==> config.mk <==
export PLATFORM = sky130hd
export DESIGN_NAME = sac_top
export DESIGN_NICKNAME = d
export VERILOG_FILES = /design/src/sac_pkg.sv /design/src/sac_sar_engine.sv /design/src/sac_start_detect.sv /design/src/sac_top.sv
export VERILOG_INCLUDE_DIRS = /design/src
export SDC_FILE = /design/constraint.sdc
export NUM_CORES = 1
export LEC_CHECK = 0
export BUFFER_PORTS_ARGS = -buffer_cell sky130_fd_sc_hd__buf_2
export CAP_MARGIN = 20
export CORE_ASPECT_RATIO = 1.25
export CORE_UTILIZATION = 55
export DETAILED_ROUTE_END_ITERATION = 16
export GPL_ROUTABILITY_DRIVEN = 1
export PLACE_DENSITY = 0.74
export SLEW_MARGIN = 30
export SYNTH_ARGS = -nofsm -noshare
export SYNTH_HDL_FRONTEND = slang
export SYNTH_SLANG_ARGS = --single-unit
export TNS_END_PERCENT = 50
==> constraint.sdc <==
create_clock -name clk_sys_in -period 2.64 [get_ports clk_sys_in]
set_input_delay 0.396 -clock clk_sys_in [delete_from_list [all_inputs] [get_ports clk_sys_in]]
set_output_delay 0.396 -clock clk_sys_in [all_outputs]
set_load 0.005 [all_outputs]
==> src/sac_defs.svh <==
// constants for the converter control block
`ifndef SAC_DEFS_SVH
`define SAC_DEFS_SVH
`define SAC_W 12
`define SAC_TICK_DIV_LAST 8'h09
`define SAC_ACQ_LAST 4'h1
`define SAC_BIT_LAST 4'h0
`define SAC_MSB_IDX 4'hB
`define SAC_FULL_LAST_IDX 4'h0
`define SAC_SHORT_LAST_IDX 4'h4
`define SAC_SHORT_TAIL 4'h8
`define SAC_OE_NONE 12'h000
`define SAC_OE_WORD 12'hFFF
`define SAC_OE_HIGH 12'hFF0
`define SAC_OE_LOW 12'h0FF
`define SAC_ZERO_NIB 4'h0
`define SAC_ZERO_WORD 12'h000
`define SAC_ONE_HOT 12'h001
`endif

==> src/sac_pkg.sv <==
// types shared by the converter control block
package sac_pkg;
	typedef enum logic [1:0] {ST_IDLE, ST_ACQ, ST_CONV} sac_state_t;
	typedef enum logic [1:0] {OE_NONE, OE_WORD, OE_HIGH, OE_LOW} sac_oe_t;
endpackage

==> src/sac_sar_engine.sv <==
// successive approximation sequencer on an internal clock
`timescale 1ns/1ps
`include "sac_defs.svh"
module sac_sar_engine (
	input wire logic clk_sys_in,
	input wire logic reset_n_in,
	input wire logic start_in,
	input wire logic short_mode_in,
	input wire logic comparator_in,
	output logic busy_out,
	output logic hold_out,
	output logic [11:0] trial_out,
	output logic [11:0] result_out
);
	sac_pkg::sac_state_t state_r;
	logic [7:0] div_r;
	logic [3:0] cnt_r;
	logic [3:0] bit_r;
	logic tick;
	logic [3:0] last_idx;
	assign tick = (div_r == `SAC_TICK_DIV_LAST);
	assign last_idx = short_mode_in ? `SAC_SHORT_LAST_IDX : `SAC_FULL_LAST_IDX;
	// internal clock, restarted at each start taken while idle for a fixed aperture
	always_ff @(posedge clk_sys_in) begin
		// a start refused while busy must not shift the running tick grid
		if (!reset_n_in || tick ||
			(start_in && state_r == sac_pkg::ST_IDLE)) begin
			div_r <= 8'h00;
		end else begin
			div_r <= div_r + 8'h01;
		end
	end
	always_ff @(posedge clk_sys_in) begin
		if (!reset_n_in) begin
			state_r <= sac_pkg::ST_IDLE;
			cnt_r <= 4'h0;
			bit_r <= `SAC_MSB_IDX;
			busy_out <= 1'b0;
			hold_out <= 1'b0;
		end else begin
			case (state_r)
				sac_pkg::ST_IDLE: begin
					// starts only taken while idle
					if (start_in) begin
						state_r <= sac_pkg::ST_ACQ;
						cnt_r <= 4'h0;
						bit_r <= `SAC_MSB_IDX;
						busy_out <= 1'b1;
					end
				end
				sac_pkg::ST_ACQ: begin
					if (tick) begin
						if (cnt_r == `SAC_ACQ_LAST) begin
							state_r <= sac_pkg::ST_CONV;
							cnt_r <= 4'h0;
							hold_out <= 1'b1;
						end else begin
							cnt_r <= cnt_r + 4'h1;
						end
					end
				end
				sac_pkg::ST_CONV: begin
					if (tick) begin
						if (cnt_r == `SAC_BIT_LAST) begin
							cnt_r <= 4'h0;
							// a late switch to short mode ends at bit 4, or at the current bit if already below it
							if (bit_r <= last_idx) begin
								state_r <= sac_pkg::ST_IDLE;
								busy_out <= 1'b0;
								hold_out <= 1'b0;
							end else begin
								bit_r <= bit_r - 4'h1;
							end
						end else begin
							cnt_r <= cnt_r + 4'h1;
						end
					end
				end
				default: begin
					state_r <= sac_pkg::ST_IDLE;
					busy_out <= 1'b0;
					hold_out <= 1'b0;
				end
			endcase
		end
	end
	always_ff @(posedge clk_sys_in) begin
		if (!reset_n_in) begin
			result_out <= `SAC_ZERO_WORD;
		end else if (state_r == sac_pkg::ST_IDLE && start_in) begin
			result_out <= `SAC_ZERO_WORD;
		end else if (state_r == sac_pkg::ST_CONV && tick &&
			cnt_r == `SAC_BIT_LAST) begin
			result_out[bit_r] <= comparator_in;
			// short conversion ends with 1000 in the low nibble
			if (bit_r <= last_idx && short_mode_in) begin
				result_out[3:0] <= `SAC_SHORT_TAIL;
			end
		end
	end
	always_ff @(posedge clk_sys_in) begin
		if (!reset_n_in) begin
			trial_out <= `SAC_ZERO_WORD;
		end else if (state_r == sac_pkg::ST_CONV) begin
			trial_out <= result_out | (`SAC_ONE_HOT << bit_r);
		end else begin
			trial_out <= `SAC_ZERO_WORD;
		end
	end
endmodule

==> src/sac_start_detect.sv <==
// start transition detector and byte select capture
`timescale 1ns/1ps
`include "sac_defs.svh"
module sac_start_detect (
	input wire logic clk_sys_in,
	input wire logic reset_n_in,
	input wire logic chip_en_in,
	input wire logic chip_sel_n_in,
	input wire logic read_conv_in,
	input wire logic byte_address_select_in,
	output logic start_out,
	output logic short_mode_out
);
	logic cond;
	logic cond_r;
	// all three must be in start state; last arrival makes the edge
	assign cond = chip_en_in & ~chip_sel_n_in & ~read_conv_in;
	// one compare of the combined level: same delay for every input
	assign start_out = cond & ~cond_r;
	always_ff @(posedge clk_sys_in) begin
		if (!reset_n_in) begin
			cond_r <= 1'b1;
		end else begin
			cond_r <= cond;
		end
	end
	// captured on every start edge, busy or not
	always_ff @(posedge clk_sys_in) begin
		if (!reset_n_in) begin
			short_mode_out <= 1'b0;
		end else if (start_out) begin
			short_mode_out <= byte_address_select_in;
		end
	end
endmodule

==> src/sac_top.sv <==
// converter control top: start, busy status and output buffer gating
`timescale 1ns/1ps
`include "sac_defs.svh"
module sac_top (
	input wire logic clk_sys_in,
	input wire logic reset_n_in,
	input wire logic chip_en_in,
	input wire logic chip_sel_n_in,
	input wire logic read_conv_in,
	input wire logic word_sel_in,
	input wire logic byte_address_select_in,
	input wire logic comparator_in,
	output logic conversion_busy_flag_out,
	output logic sample_hold_out,
	output logic [11:0] dac_code_out,
	output logic [11:0] data_out,
	output logic [11:0] data_oe_out
);
	logic start;
	logic short_mode;
	logic busy;
	logic [11:0] result;
	logic read_ok;
	sac_pkg::sac_oe_t want;
	sac_pkg::sac_oe_t mode_r;
	sac_pkg::sac_oe_t mode_nxt;

	sac_start_detect u_start (
		.clk_sys_in(clk_sys_in),
		.reset_n_in(reset_n_in),
		.chip_en_in(chip_en_in),
		.chip_sel_n_in(chip_sel_n_in),
		.read_conv_in(read_conv_in),
		.byte_address_select_in(byte_address_select_in),
		.start_out(start),
		.short_mode_out(short_mode)
	);

	sac_sar_engine u_sar (
		.clk_sys_in(clk_sys_in),
		.reset_n_in(reset_n_in),
		.start_in(start),
		.short_mode_in(short_mode),
		.comparator_in(comparator_in),
		.busy_out(busy),
		.hold_out(sample_hold_out),
		.trial_out(dac_code_out),
		.result_out(result)
	);

	assign conversion_busy_flag_out = busy;
	// live levels only; busy also blocks the buffers
	assign read_ok = read_conv_in & ~busy & chip_en_in & ~chip_sel_n_in;

	always_comb begin
		want = sac_pkg::OE_NONE;
		if (read_ok) begin
			if (word_sel_in) begin
				want = sac_pkg::OE_WORD;
			end else if (!byte_address_select_in) begin
				want = sac_pkg::OE_HIGH;
			end else begin
				want = sac_pkg::OE_LOW;
			end
		end
		mode_nxt = want;
		// one idle cycle between differing drive groups
		if (want != sac_pkg::OE_NONE && mode_r != sac_pkg::OE_NONE &&
			want != mode_r) begin
			mode_nxt = sac_pkg::OE_NONE;
		end
	end

	always_ff @(posedge clk_sys_in) begin
		if (!reset_n_in) begin
			mode_r <= sac_pkg::OE_NONE;
		end else begin
			mode_r <= mode_nxt;
		end
	end

	always_ff @(posedge clk_sys_in) begin
		if (!reset_n_in) begin
			data_oe_out <= `SAC_OE_NONE;
			data_out <= `SAC_ZERO_WORD;
		end else begin
			case (mode_nxt)
				sac_pkg::OE_WORD: begin
					data_oe_out <= `SAC_OE_WORD;
					data_out <= result;
				end
				sac_pkg::OE_HIGH: begin
					data_oe_out <= `SAC_OE_HIGH;
					data_out <= {result[11:4], `SAC_ZERO_NIB};
				end
				sac_pkg::OE_LOW: begin
					// lines 7..4 forced low, low nibble right-justified on lines 3..0
					data_oe_out <= `SAC_OE_LOW;
					data_out <= {`SAC_ZERO_NIB, `SAC_ZERO_NIB, result[3:0]};
				end
				default: begin
					data_oe_out <= `SAC_OE_NONE;
					data_out <= `SAC_ZERO_WORD;
				end
			endcase
		end
	end
endmodule

# After elaboration in Yosys (flattened, before gate mapping)
# Cells that the tools add are included.
[word_totals] reg_bits=72 mem_count=0 romBits=0 out_inout_bits=38 latch_bits=0 ram_bits=0
[classes] n_reduce_logical=23 bitwise=14 addsub=3 order_cmp=3 n_shift=1 eq_ne=15 div_mod_pow=0 muxes=37 multipliers=0
[op_table] op="case mux 12 bit (3 select lines)" n=2
[op_table] op="2-to-1 mux 4 bit" n=10
[op_table] op="2-to-1 mux 2 bit" n=9
[op_table] op="bitwise mux 12 bit" n=1
[op_table] op="inequality test 2 x 1 -> 1 bit (second input constant)" n=6
[op_table] op="bitwise OR 12 bit" n=1
[op_table] op="case mux 4 bit (3 select lines)" n=1
[op_table] op="AND reduction 6 bit" n=2
[op_table] op="left shift 1 x 4 -> 12 bit (first input constant)" n=1
[op_table] op="AND reduction 5 bit" n=2
[op_table] op="adder 8 x 1 -> 8 bit (second input constant)" n=1
[op_table] op="equality test 8 x 4 -> 1 bit (second input constant)" n=1
[op_table] op="2-to-1 mux 1 bit" n=8
[op_table] op="case mux 4 bit (2 select lines)" n=1
[op_table] op="logical AND 1 bit" n=7
[op_table] op="inverter 1 bit" n=7
[op_table] op="AND 1 bit" n=6
[op_table] op="equality test 2 bit (second input constant)" n=3
[op_table] op="case mux 1 bit (3 select lines)" n=2
[op_table] op="case mux 2 bit (3 select lines)" n=1
[op_table] op="nonzero test 2 bit" n=3
[op_table] op="< comparator 4 x 5 -> 1 bit (second input constant)" n=1
[op_table] op="adder 4 x 1 -> 4 bit (second input constant)" n=1
[op_table] op="demux 1 bit (select 4 bit)" n=1
[op_table] op="other kinds (16)" n=18

# Logic depth before layout (Yosys ltp)
# Gate-level depths: netlist of run 1.
[depth] word_depth=11 ltp_mapped=9

# Cells and area by module
# From an unflattened synthesis of run 1, not the netlist that was laid out.
[unflattened] hier_cells=315 area_unflattened_um2=2906.5
[modules_own_cells] mod="sac_sar_engine" cells_each=242 area_per_inst_um2=2149.6 seq_area_each_um2=880.8 instances=1
[modules_own_cells] mod="sac_top" cells_each=65 area_per_inst_um2=664.4 seq_area_each_um2=340.3 instances=1
[modules_own_cells] mod="sac_start_detect" cells_each=8 area_per_inst_um2=92.6 seq_area_each_um2=40.0 instances=1

# Worst setup path after synthesis of run 1
# No wires, ideal clock.
[synth_timing] kind="input -> register" from="input port chip_sel_n_in" to="register data_out[10]" required_ns=2.581 cell_stages=8 setup_time_ns=0.059 t_arrival_ns=2.096 setup_slack_ns=0.484 path_cell_list="nand2b_1 or3b_2 a21oi_1 inv_1 ha_1 nand2b_1 nor2_1 and2_1"
[synth_via] elab_chain_len=9 elab_cells_between_ends=12 classes_between="4 x eq/ne; 3 x mux; 2 x bitwise; 3 x reduce/logical"
[synth_rtl] item="from (decl)" line_no="sac_top.sv:8" text="input wire logic chip_sel_n_in,"
[synth_rtl] item="inverter 1 bit (*)" line_no="sac_top.sv:53" text="assign read_ok = read_conv_in & ~busy & chip_en_in & ~chip_sel_n_in;"
[synth_rtl] item="AND 1 bit (*)" line_no="sac_top.sv:53"
[synth_rtl] item="2-to-1 mux 2 bit (*)" line_no="sac_top.sv:57" text="if (read_ok) begin"
[synth_rtl] item="nonzero test 2 bit" line_no="sac_top.sv:68" text="if (want != sac_pkg::OE_NONE && mode_r != sac_pkg::OE_NONE &&"
[synth_rtl] item="logical AND 1 bit (2 in a row)" line_no="sac_top.sv:68"
[synth_rtl] item="2-to-1 mux 2 bit (*)" line_no="sac_top.sv:68"
[synth_rtl] item="named net mode_nxt[0]" line_no="sac_top.sv:26" text="sac_pkg::sac_oe_t mode_nxt;"
[synth_rtl] item="equality test 2 bit / equality test 2 x 1 -> 1 bit (equally long branches)" line_no="sac_top.sv:87" text="case (mode_nxt)"
[synth_rtl] item="case mux 12 bit (3 select lines) (*)" line_no="sac_top.sv:87"
[synth_rtl] item="to (signal assigned)" line_no="sac_top.sv:85" text="data_out <= `SAC_ZERO_WORD;"
[synth_rtl] item="to (signal assigned)" line_no="sac_top.sv:90" text="data_out <= result;"
[synth_rtl] item="to (signal assigned)" line_no="sac_top.sv:94" text="data_out <= {result[11:4], `SAC_ZERO_NIB};"
[synth_rtl] item="to (decl)" line_no="sac_top.sv:16" text="output logic [11:0] data_out,"
# Mark *: on every way through the listed nets, which the timed path passes. The rest lies on a longest branch.
# A chain may end at the register's enable or synchronous reset.

# Final worst setup path of run 1
[layout_timing] from="register u_sar.bit_r[0]" to="register u_sar.bit_r[3]"
[layout_via] elab_chain_len=5 elab_cells_between_ends=8 classes_between="1 x add/sub; 1 x order compare; 1 x eq/ne; 4 x mux; 1 x reduce/logical"
[layout_rtl] item="from (decl)" line_no="sac_sar_engine.sv:18" text="logic [3:0] bit_r;"
[layout_rtl] item="from (signal assigned)" line_no="sac_sar_engine.sv:37" text="bit_r <= `SAC_MSB_IDX;"
[layout_rtl] item="from (signal assigned)" line_no="sac_sar_engine.sv:47" text="bit_r <= `SAC_MSB_IDX;"
[layout_rtl] item="from (signal assigned)" line_no="sac_sar_engine.sv:72" text="bit_r <= bit_r - 4'h1;"
[layout_rtl] item="subtractor 4 x 1 -> 4 bit" line_no="sac_sar_engine.sv:72"
[layout_rtl] item="2-to-1 mux 4 bit" line_no="sac_sar_engine.sv:67" text="if (bit_r <= last_idx) begin"
[layout_rtl] item="2-to-1 mux 4 bit" line_no="sac_sar_engine.sv:64" text="if (cnt_r == `SAC_BIT_LAST) begin"
[layout_rtl] item="2-to-1 mux 4 bit" line_no="sac_sar_engine.sv:63" text="if (tick) begin"
[layout_rtl] item="case mux 4 bit (2 select lines)" line_no="sac_sar_engine.sv:41" text="case (state_r)"
# Parallel ways exist; a longest one is shown, timed or not. The select of a mux whose other input is x is not followed.

==> results of run 1 <==
-- stage by stage --
| stage | utilization, % | power [W] | std cells |
|---|---|---|---|
| 2_1_floorplan | - | 0.00128 | 306 |
| 3_3_place_gp | 63.0 | 0.00136 | 401 |
| 3_5_place_dp | 63.0 | 0.00137 | 401 |
| 4_1_cts | 67.2 | 0.00220 | 416 |
| 5_1_grt | 67.2 | 0.00228 | 416 |
| 6_report | 67.2 | 0.00218 | 416 |
-- worst paths after layout --
check,start,end,slack (ns),cells after the start
hold reg to reg,u_sar.result_out[10],u_sar.result_out[10],0.48,2
setup / recovery,u_sar.bit_r[0],u_sar.bit_r[3],0.49,7
hold / removal,read_conv_in,u_start.cond_r,0.30,2
setup reg to reg,u_sar.bit_r[0],u_sar.bit_r[3],0.49,7
-- cell usage after synthesis, types with 2 or more instances --
cell type and number:
a21boi_0 2, a21oi_1 18, a22o_1 2, a31oi_1 2, and2_1 9, and3_1 5
buf_2 2, buf_4 9, clkbuf_1 5, dfxtp_1 63, ha_1 17, inv_1 15
mux2_2 2, mux2i_1 10, nand2_1 25, nand2b_1 4, nand3_1 24, nor2_1 46
nor3_1 2, nor3b_1 2, nor3b_2 2, o21a_1 2, o21ai_0 9, o22ai_1 2
xnor2_1 2, xor2_1 5
-- area by class of cell --
cell class              instances  area (um^2)  area share [%]
well taps                      60         75.1            2.35
repair buffers                 51          270            8.44
clock inverters                 3         42.5            1.33
flip-flops and latches         63         1260            39.4
clock buffers                  12          155            4.85
multi-input cells             212         1340            41.9
inverters                      15         56.3            1.76
-- state kept, by name (all words and copies together), names as in the netlist --
register                cells
u_start.short_mode_out      1
u_sar.hold_out              1
u_sar.div_r                 8
u_sar.bit_r                 4
u_sar.trial_out            12
mode_r                      2
data_oe_out                 3
u_start.cond_r              1
u_sar.busy_out              1
u_sar.result_out           12
data_out                   12
u_sar.cnt_r                 4
u_sar.state_r               2
-- cells by family after synthesis --
kind of cell | Yosys count | share of synthesized area (%)
flops | 63 | 45.8
compound gates | 45 | 10.2
fa+ha+maj | 17 | 7.72
simple gates | 131 | 24.1
mux | 12 | 4.45
buf+inv | 31 | 5.54
xor+xnor | 7 | 2.23
-- worst register-to-register path: stages, from the launching register on --
cell       delay, ns
dfxtp_1         0.42
inv_1           0.11
ha_1            0.30
a21oi_1         0.33
o2111ai_2       0.18
or4_1           0.46
o21ai_0         0.17
o21ai_1         0.08
-- layer usage --
metal  vias to the layer above  routed length [um]  track usage, %
met4                         0                  88            9.57
met5                         -                   0               0
met1                      1002                2190            24.5
li1                       1115                   -               -
met3                        10                 180            5.90
met2                        35                2560            35.7
-- report_power, final --
part           internal, W  switching [W]  leakage [nW]  total (W)
clock             0.000481       0.000353        0.0985   0.000834
combinational     0.000137       0.000208         0.827   0.000345
sequential        0.000980      0.0000226         0.509    0.00100
==> impl_metrics.ini, run 1 <==
[final_layout]
final_area_um2 = 3200
n_antenna_cell = 0
final_cell_mix = 63 x dfxtp_1, 46 x nor2_1, 45 x buf_2, 25 x nand2_1, 24 x nand3_1
final_common_cell = dfxtp_1
fillers = 416
nets = 377
area_growth_pct = 16.2
drive_above_1_share_pct = 21.9

[sta]
rsz0062_at_grt = false
clock_skew_ns = 0.00642
hold_viol = 0
max_clock_freq_ghz = 0.465
worst_pin_slew_ns = 0.571
fin_crit_sh_pct = 81.5
fin_crit_ns = 2.15
slew_violations = 0
hold-worst-slack_ns = 0.302
setup_ws_ns = 0.487
tns_ns = 0
max_slew_margin_pct = 61.8
setup_viol_count_final = 0

[worst_setup_path]
cp_top_family = compound AO/OA/AOI/OAI gates
critPathKind = reg2reg
cp_data_arrival_time_ns = 2.38
end_kind = register
critical-path-max-stage-delay_ns = 0.45
crit_buf_inv = 1
slowest_stage = or4_1
cp.required_ns = 2.87
path_max_fanout = 7
crit_path_start_kind = register
cp_cell_sequence = inv_1 > ha_1 > a21oi_1 > o2111ai_2 > or4_1 > o21ai_0 > o21ai_1

[global_route]
grt_pass1_wl_mm = 8.49
overflow = 0
grt_pass1_vias = 1911
antenna_found_initial = 0
grt_max_degree = 14
grt_usage_pct = 21.1

[floorplanning]
coreArea_um2 = 4760
initial_core_util_pct = 57.8
std_cell_rows = 28
dieArea_um2 = 5300
io_pins = 46
die_x_um = 65.3
die_height_um = 81.1

[clocking]
cts_setup_buffers = 0
cts_resized = 0
clk_path_buf_depth = 2
clockRootBuffer = clkbuf_8
numCtsBuffers = 9
cts_tree = yes
cts_hold_buf = 0
path_clk_slew_ns = 0.07
cts-htree-levels = 3
clock-sinks = 63
clk_latency_ns = 0.34

[outcome]
outcome = finished, final reports clean

[synthesis]
syn_inst = 306
synthTopCellsByArea = dfxtp_1 46%, ha_1 7.7%, nor2_1 6.3%, nand3_1 4.4%, mux2i_1 3.6%
synth_edf_count = 0
ys.flop_type = dfxtp_1
synth-seq-cells = 63
synth.top_cell.area_share_pct = 45.8
syn-cell-area_um2 = 2750
synthDistinctLibCells = 46
syn_nets = 331
syn_avg_cell_area_um2 = 9.00
synth_top_cell_by_area = dfxtp_1
synth-seq-area-share_pct = 45.8
ys_warn_count = 0
async_flop_share_pct = 0

[detailed_routing]
drc = 0
vias_per_cell = 5.20
via_count = 2162
postRouteAntennaNets = 0
dr.pass1.iters = 4
wirelength_mm = 5.02
initialDrtViolationCount = 102
wl_per_cell_um = 12.1

[place]
post_dp_cell_area_um2 = 3000
gp_congestion = 0.781
portBuffers = 45
dp.final_hpwl_mm = 3.66
place_ws_ns = 0.276

[power]
pwr_density_cell_nw_per_um2 = 682
peakVddDrop_uv = 440
power_leakage_nw = 1.43

[run]
drv_cap = 0

[min_path]
hold_path.class = in2reg
Power figures use the tool's default switching activity.
==> inputs of run 2 (changes only) <==
==> constraint.sdc (replaced) <==
create_clock -name clk_sys_in -period 2 [get_ports clk_sys_in]
set_input_delay 0.3 -clock clk_sys_in [delete_from_list [all_inputs] [get_ports clk_sys_in]]
set_output_delay 0.3 -clock clk_sys_in [all_outputs]
set_load 0.005 [all_outputs]
==> impl_metrics.ini, run 2 (synthesis gave the netlist of run 1 again) <==
[worst_setup_path]
crit_path_start_kind = register
cp_data_arrival_time_ns = 2.12
rr_worst_depth = 7
path_max_fanout = 5
cp.required_ns = 2.22
critPathKind = reg2reg
end_kind = register

[sta]
max_clock_freq_ghz = 0.527
worst_pin_slew_ns = 0.551
clock_skew_ns = 0.00662
max_slew_margin_pct = 63.1
fin_crit_ns = 1.90
fin_crit_sh_pct = 94.9
hold_viol = 0
setup_viol_count_final = 0
slew_violations = 0
rsz0062_at_grt = true

[clocking]
clk_latency_ns = 0.35
cts-htree-levels = 3
clockRootBuffer = clkbuf_8
cts_tree = yes
numCtsBuffers = 9
cts_hold_buf = 0
path_clk_slew_ns = 0.07
clk_path_buf_depth = 2
clock-sinks = 63

[detailed_routing]
wirelength_met1_mm = 2.34
vias_per_cell = 5.23
via_count = 2250
wl_per_cell_um = 12.5
routed-wl-met2_mm = 2.75
postRouteAntennaNets = 0
initialDrtViolationCount = 76
drc = 0
wirelength_mm = 5.37
highest_layer = met4
dr.pass1.iters = 4
dr_wl_met3_um = 177

[floorplanning]
coreArea_um2 = 4760
initial_core_util_pct = 57.8
std_cell_rows = 28
die_height_um = 81.1
io_pins = 46
die_x_um = 65.3
dieArea_um2 = 5300

[global_route]
antenna_found_initial = 0
grt_pass1_wl_mm = 8.82
grt_max_degree = 14
grt_usage_pct = 21.9
overflow = 0
grt_pass1_vias = 2057

[final_layout]
largestRegisters = data_out: 12 flops, u_sar.result_out: 12 flops, u_sar.trial_out: 12 flops
fin_cells = 430
final_cell_mix = 63 x dfxtp_1, 45 x buf_2, 44 x nor2_1, 25 x nand2_1, 24 x nand3_1
nets = 390
n_antenna_cell = 0
final_common_cell = dfxtp_1
drive_above_1_share_pct = 26.8
area_growth_pct = 21.9
final_area_um2 = 3360

[power]
power_leakage_nw = 1.50
seq_power_share_pct = 44.7
pwr_density_cell_nw_per_um2 = 879
swShare_pct = 28.3
clkPwrFrac_pct = 38.2
combPwrFrac_pct = 17.1
p_switching_w = 0.000835
peakVddDrop_uv = 772
internal-power_w = 0.00212

[place]
portBuffers = 45
gp_congestion = 0.807
dp.final_hpwl_mm = 3.80
post_dp_cell_area_um2 = 3110
dp.cells = 414

[outcome]
outcome = finished, final reports clean

[run]
drv_cap = 0

[min_path]
hold_depth = 2
hold_path.class = in2reg
[run 2: per-stage QoR]
stage                     hold slack (ns)  total power, W  util (%)  setup slack, ns  setup TNS [ns]
after floorplan                     0.411         0.00170         -           0.0136               0
after global placement              0.455         0.00181      65.2           -0.198           -2.27
after detailed placement            0.470         0.00183      65.2           -0.260           -2.89
after CTS                           0.201         0.00295      69.7          0.00387               0
after global routing                0.228         0.00308      70.5          -0.0404         -0.0457
final                               0.206         0.00295      70.5            0.102               0
[run 2: final cells by class]
type | count | area, um^2
sequential | 63 | 1260
inverter | 15 | 56.3
fill | 377 | 1410
timing repair buffer | 64 | 368
multi-input combinational | 212 | 1390
clock buffer | 10 | 138
clock inverter | 6 | 70.1
tap | 60 | 75.1
[run 2: worst paths after layout]
kind,from,endpoint,slack (ns)
max,u_sar.bit_r[1],u_sar.bit_r[3],0.10
min,read_conv_in,u_start.cond_r,0.21
max reg2reg,u_sar.bit_r[1],u_sar.bit_r[3],0.10
min reg2reg,u_sar.result_out[10],u_sar.result_out[10],0.48
[run 2: layer usage]
| metal | global-route usage (%) | vias up |
|---|---|---|
| met1 | 24.0 | 1053 |
| met3 | 4.63 | 10 |
| met5 | 0 | - |
| met4 | 11.1 | 0 |
| li1 | - | 1145 |
| met2 | 39.4 | 42 |
[run 2: critical path, cell delays in order, from the launching register on]
cell       delay [ns]
dfxtp_1          0.42
inv_1            0.11
ha_1             0.22
a21oi_2          0.20
o2111ai_2        0.13
or4_1            0.44
o21ai_0          0.18
o21ai_1          0.09
[run 2: power groups by stage]
stage | Clock [W] | Sequential [W] | Combinational, W
4_1_cts | 0.00114 | 0.00132 | 0.000485
3_5_place_dp | 0 | 0.00135 | 0.000480
6_report | 0.00113 | 0.00132 | 0.000504
5_1_grt | 0.00119 | 0.00133 | 0.000562
3_3_place_gp | 0 | 0.00135 | 0.000467
2_1_floorplan | 0 | 0.00135 | 0.000350
[run 2: timing repair]
action / CTS / global route
buffers inserted: 0 / 0
endpoints found under the hold margin: 0 / 0
gates cloned: 0 / 0
setup endpoints to repair: 5 / 22
gates resized for setup: 1 / 8
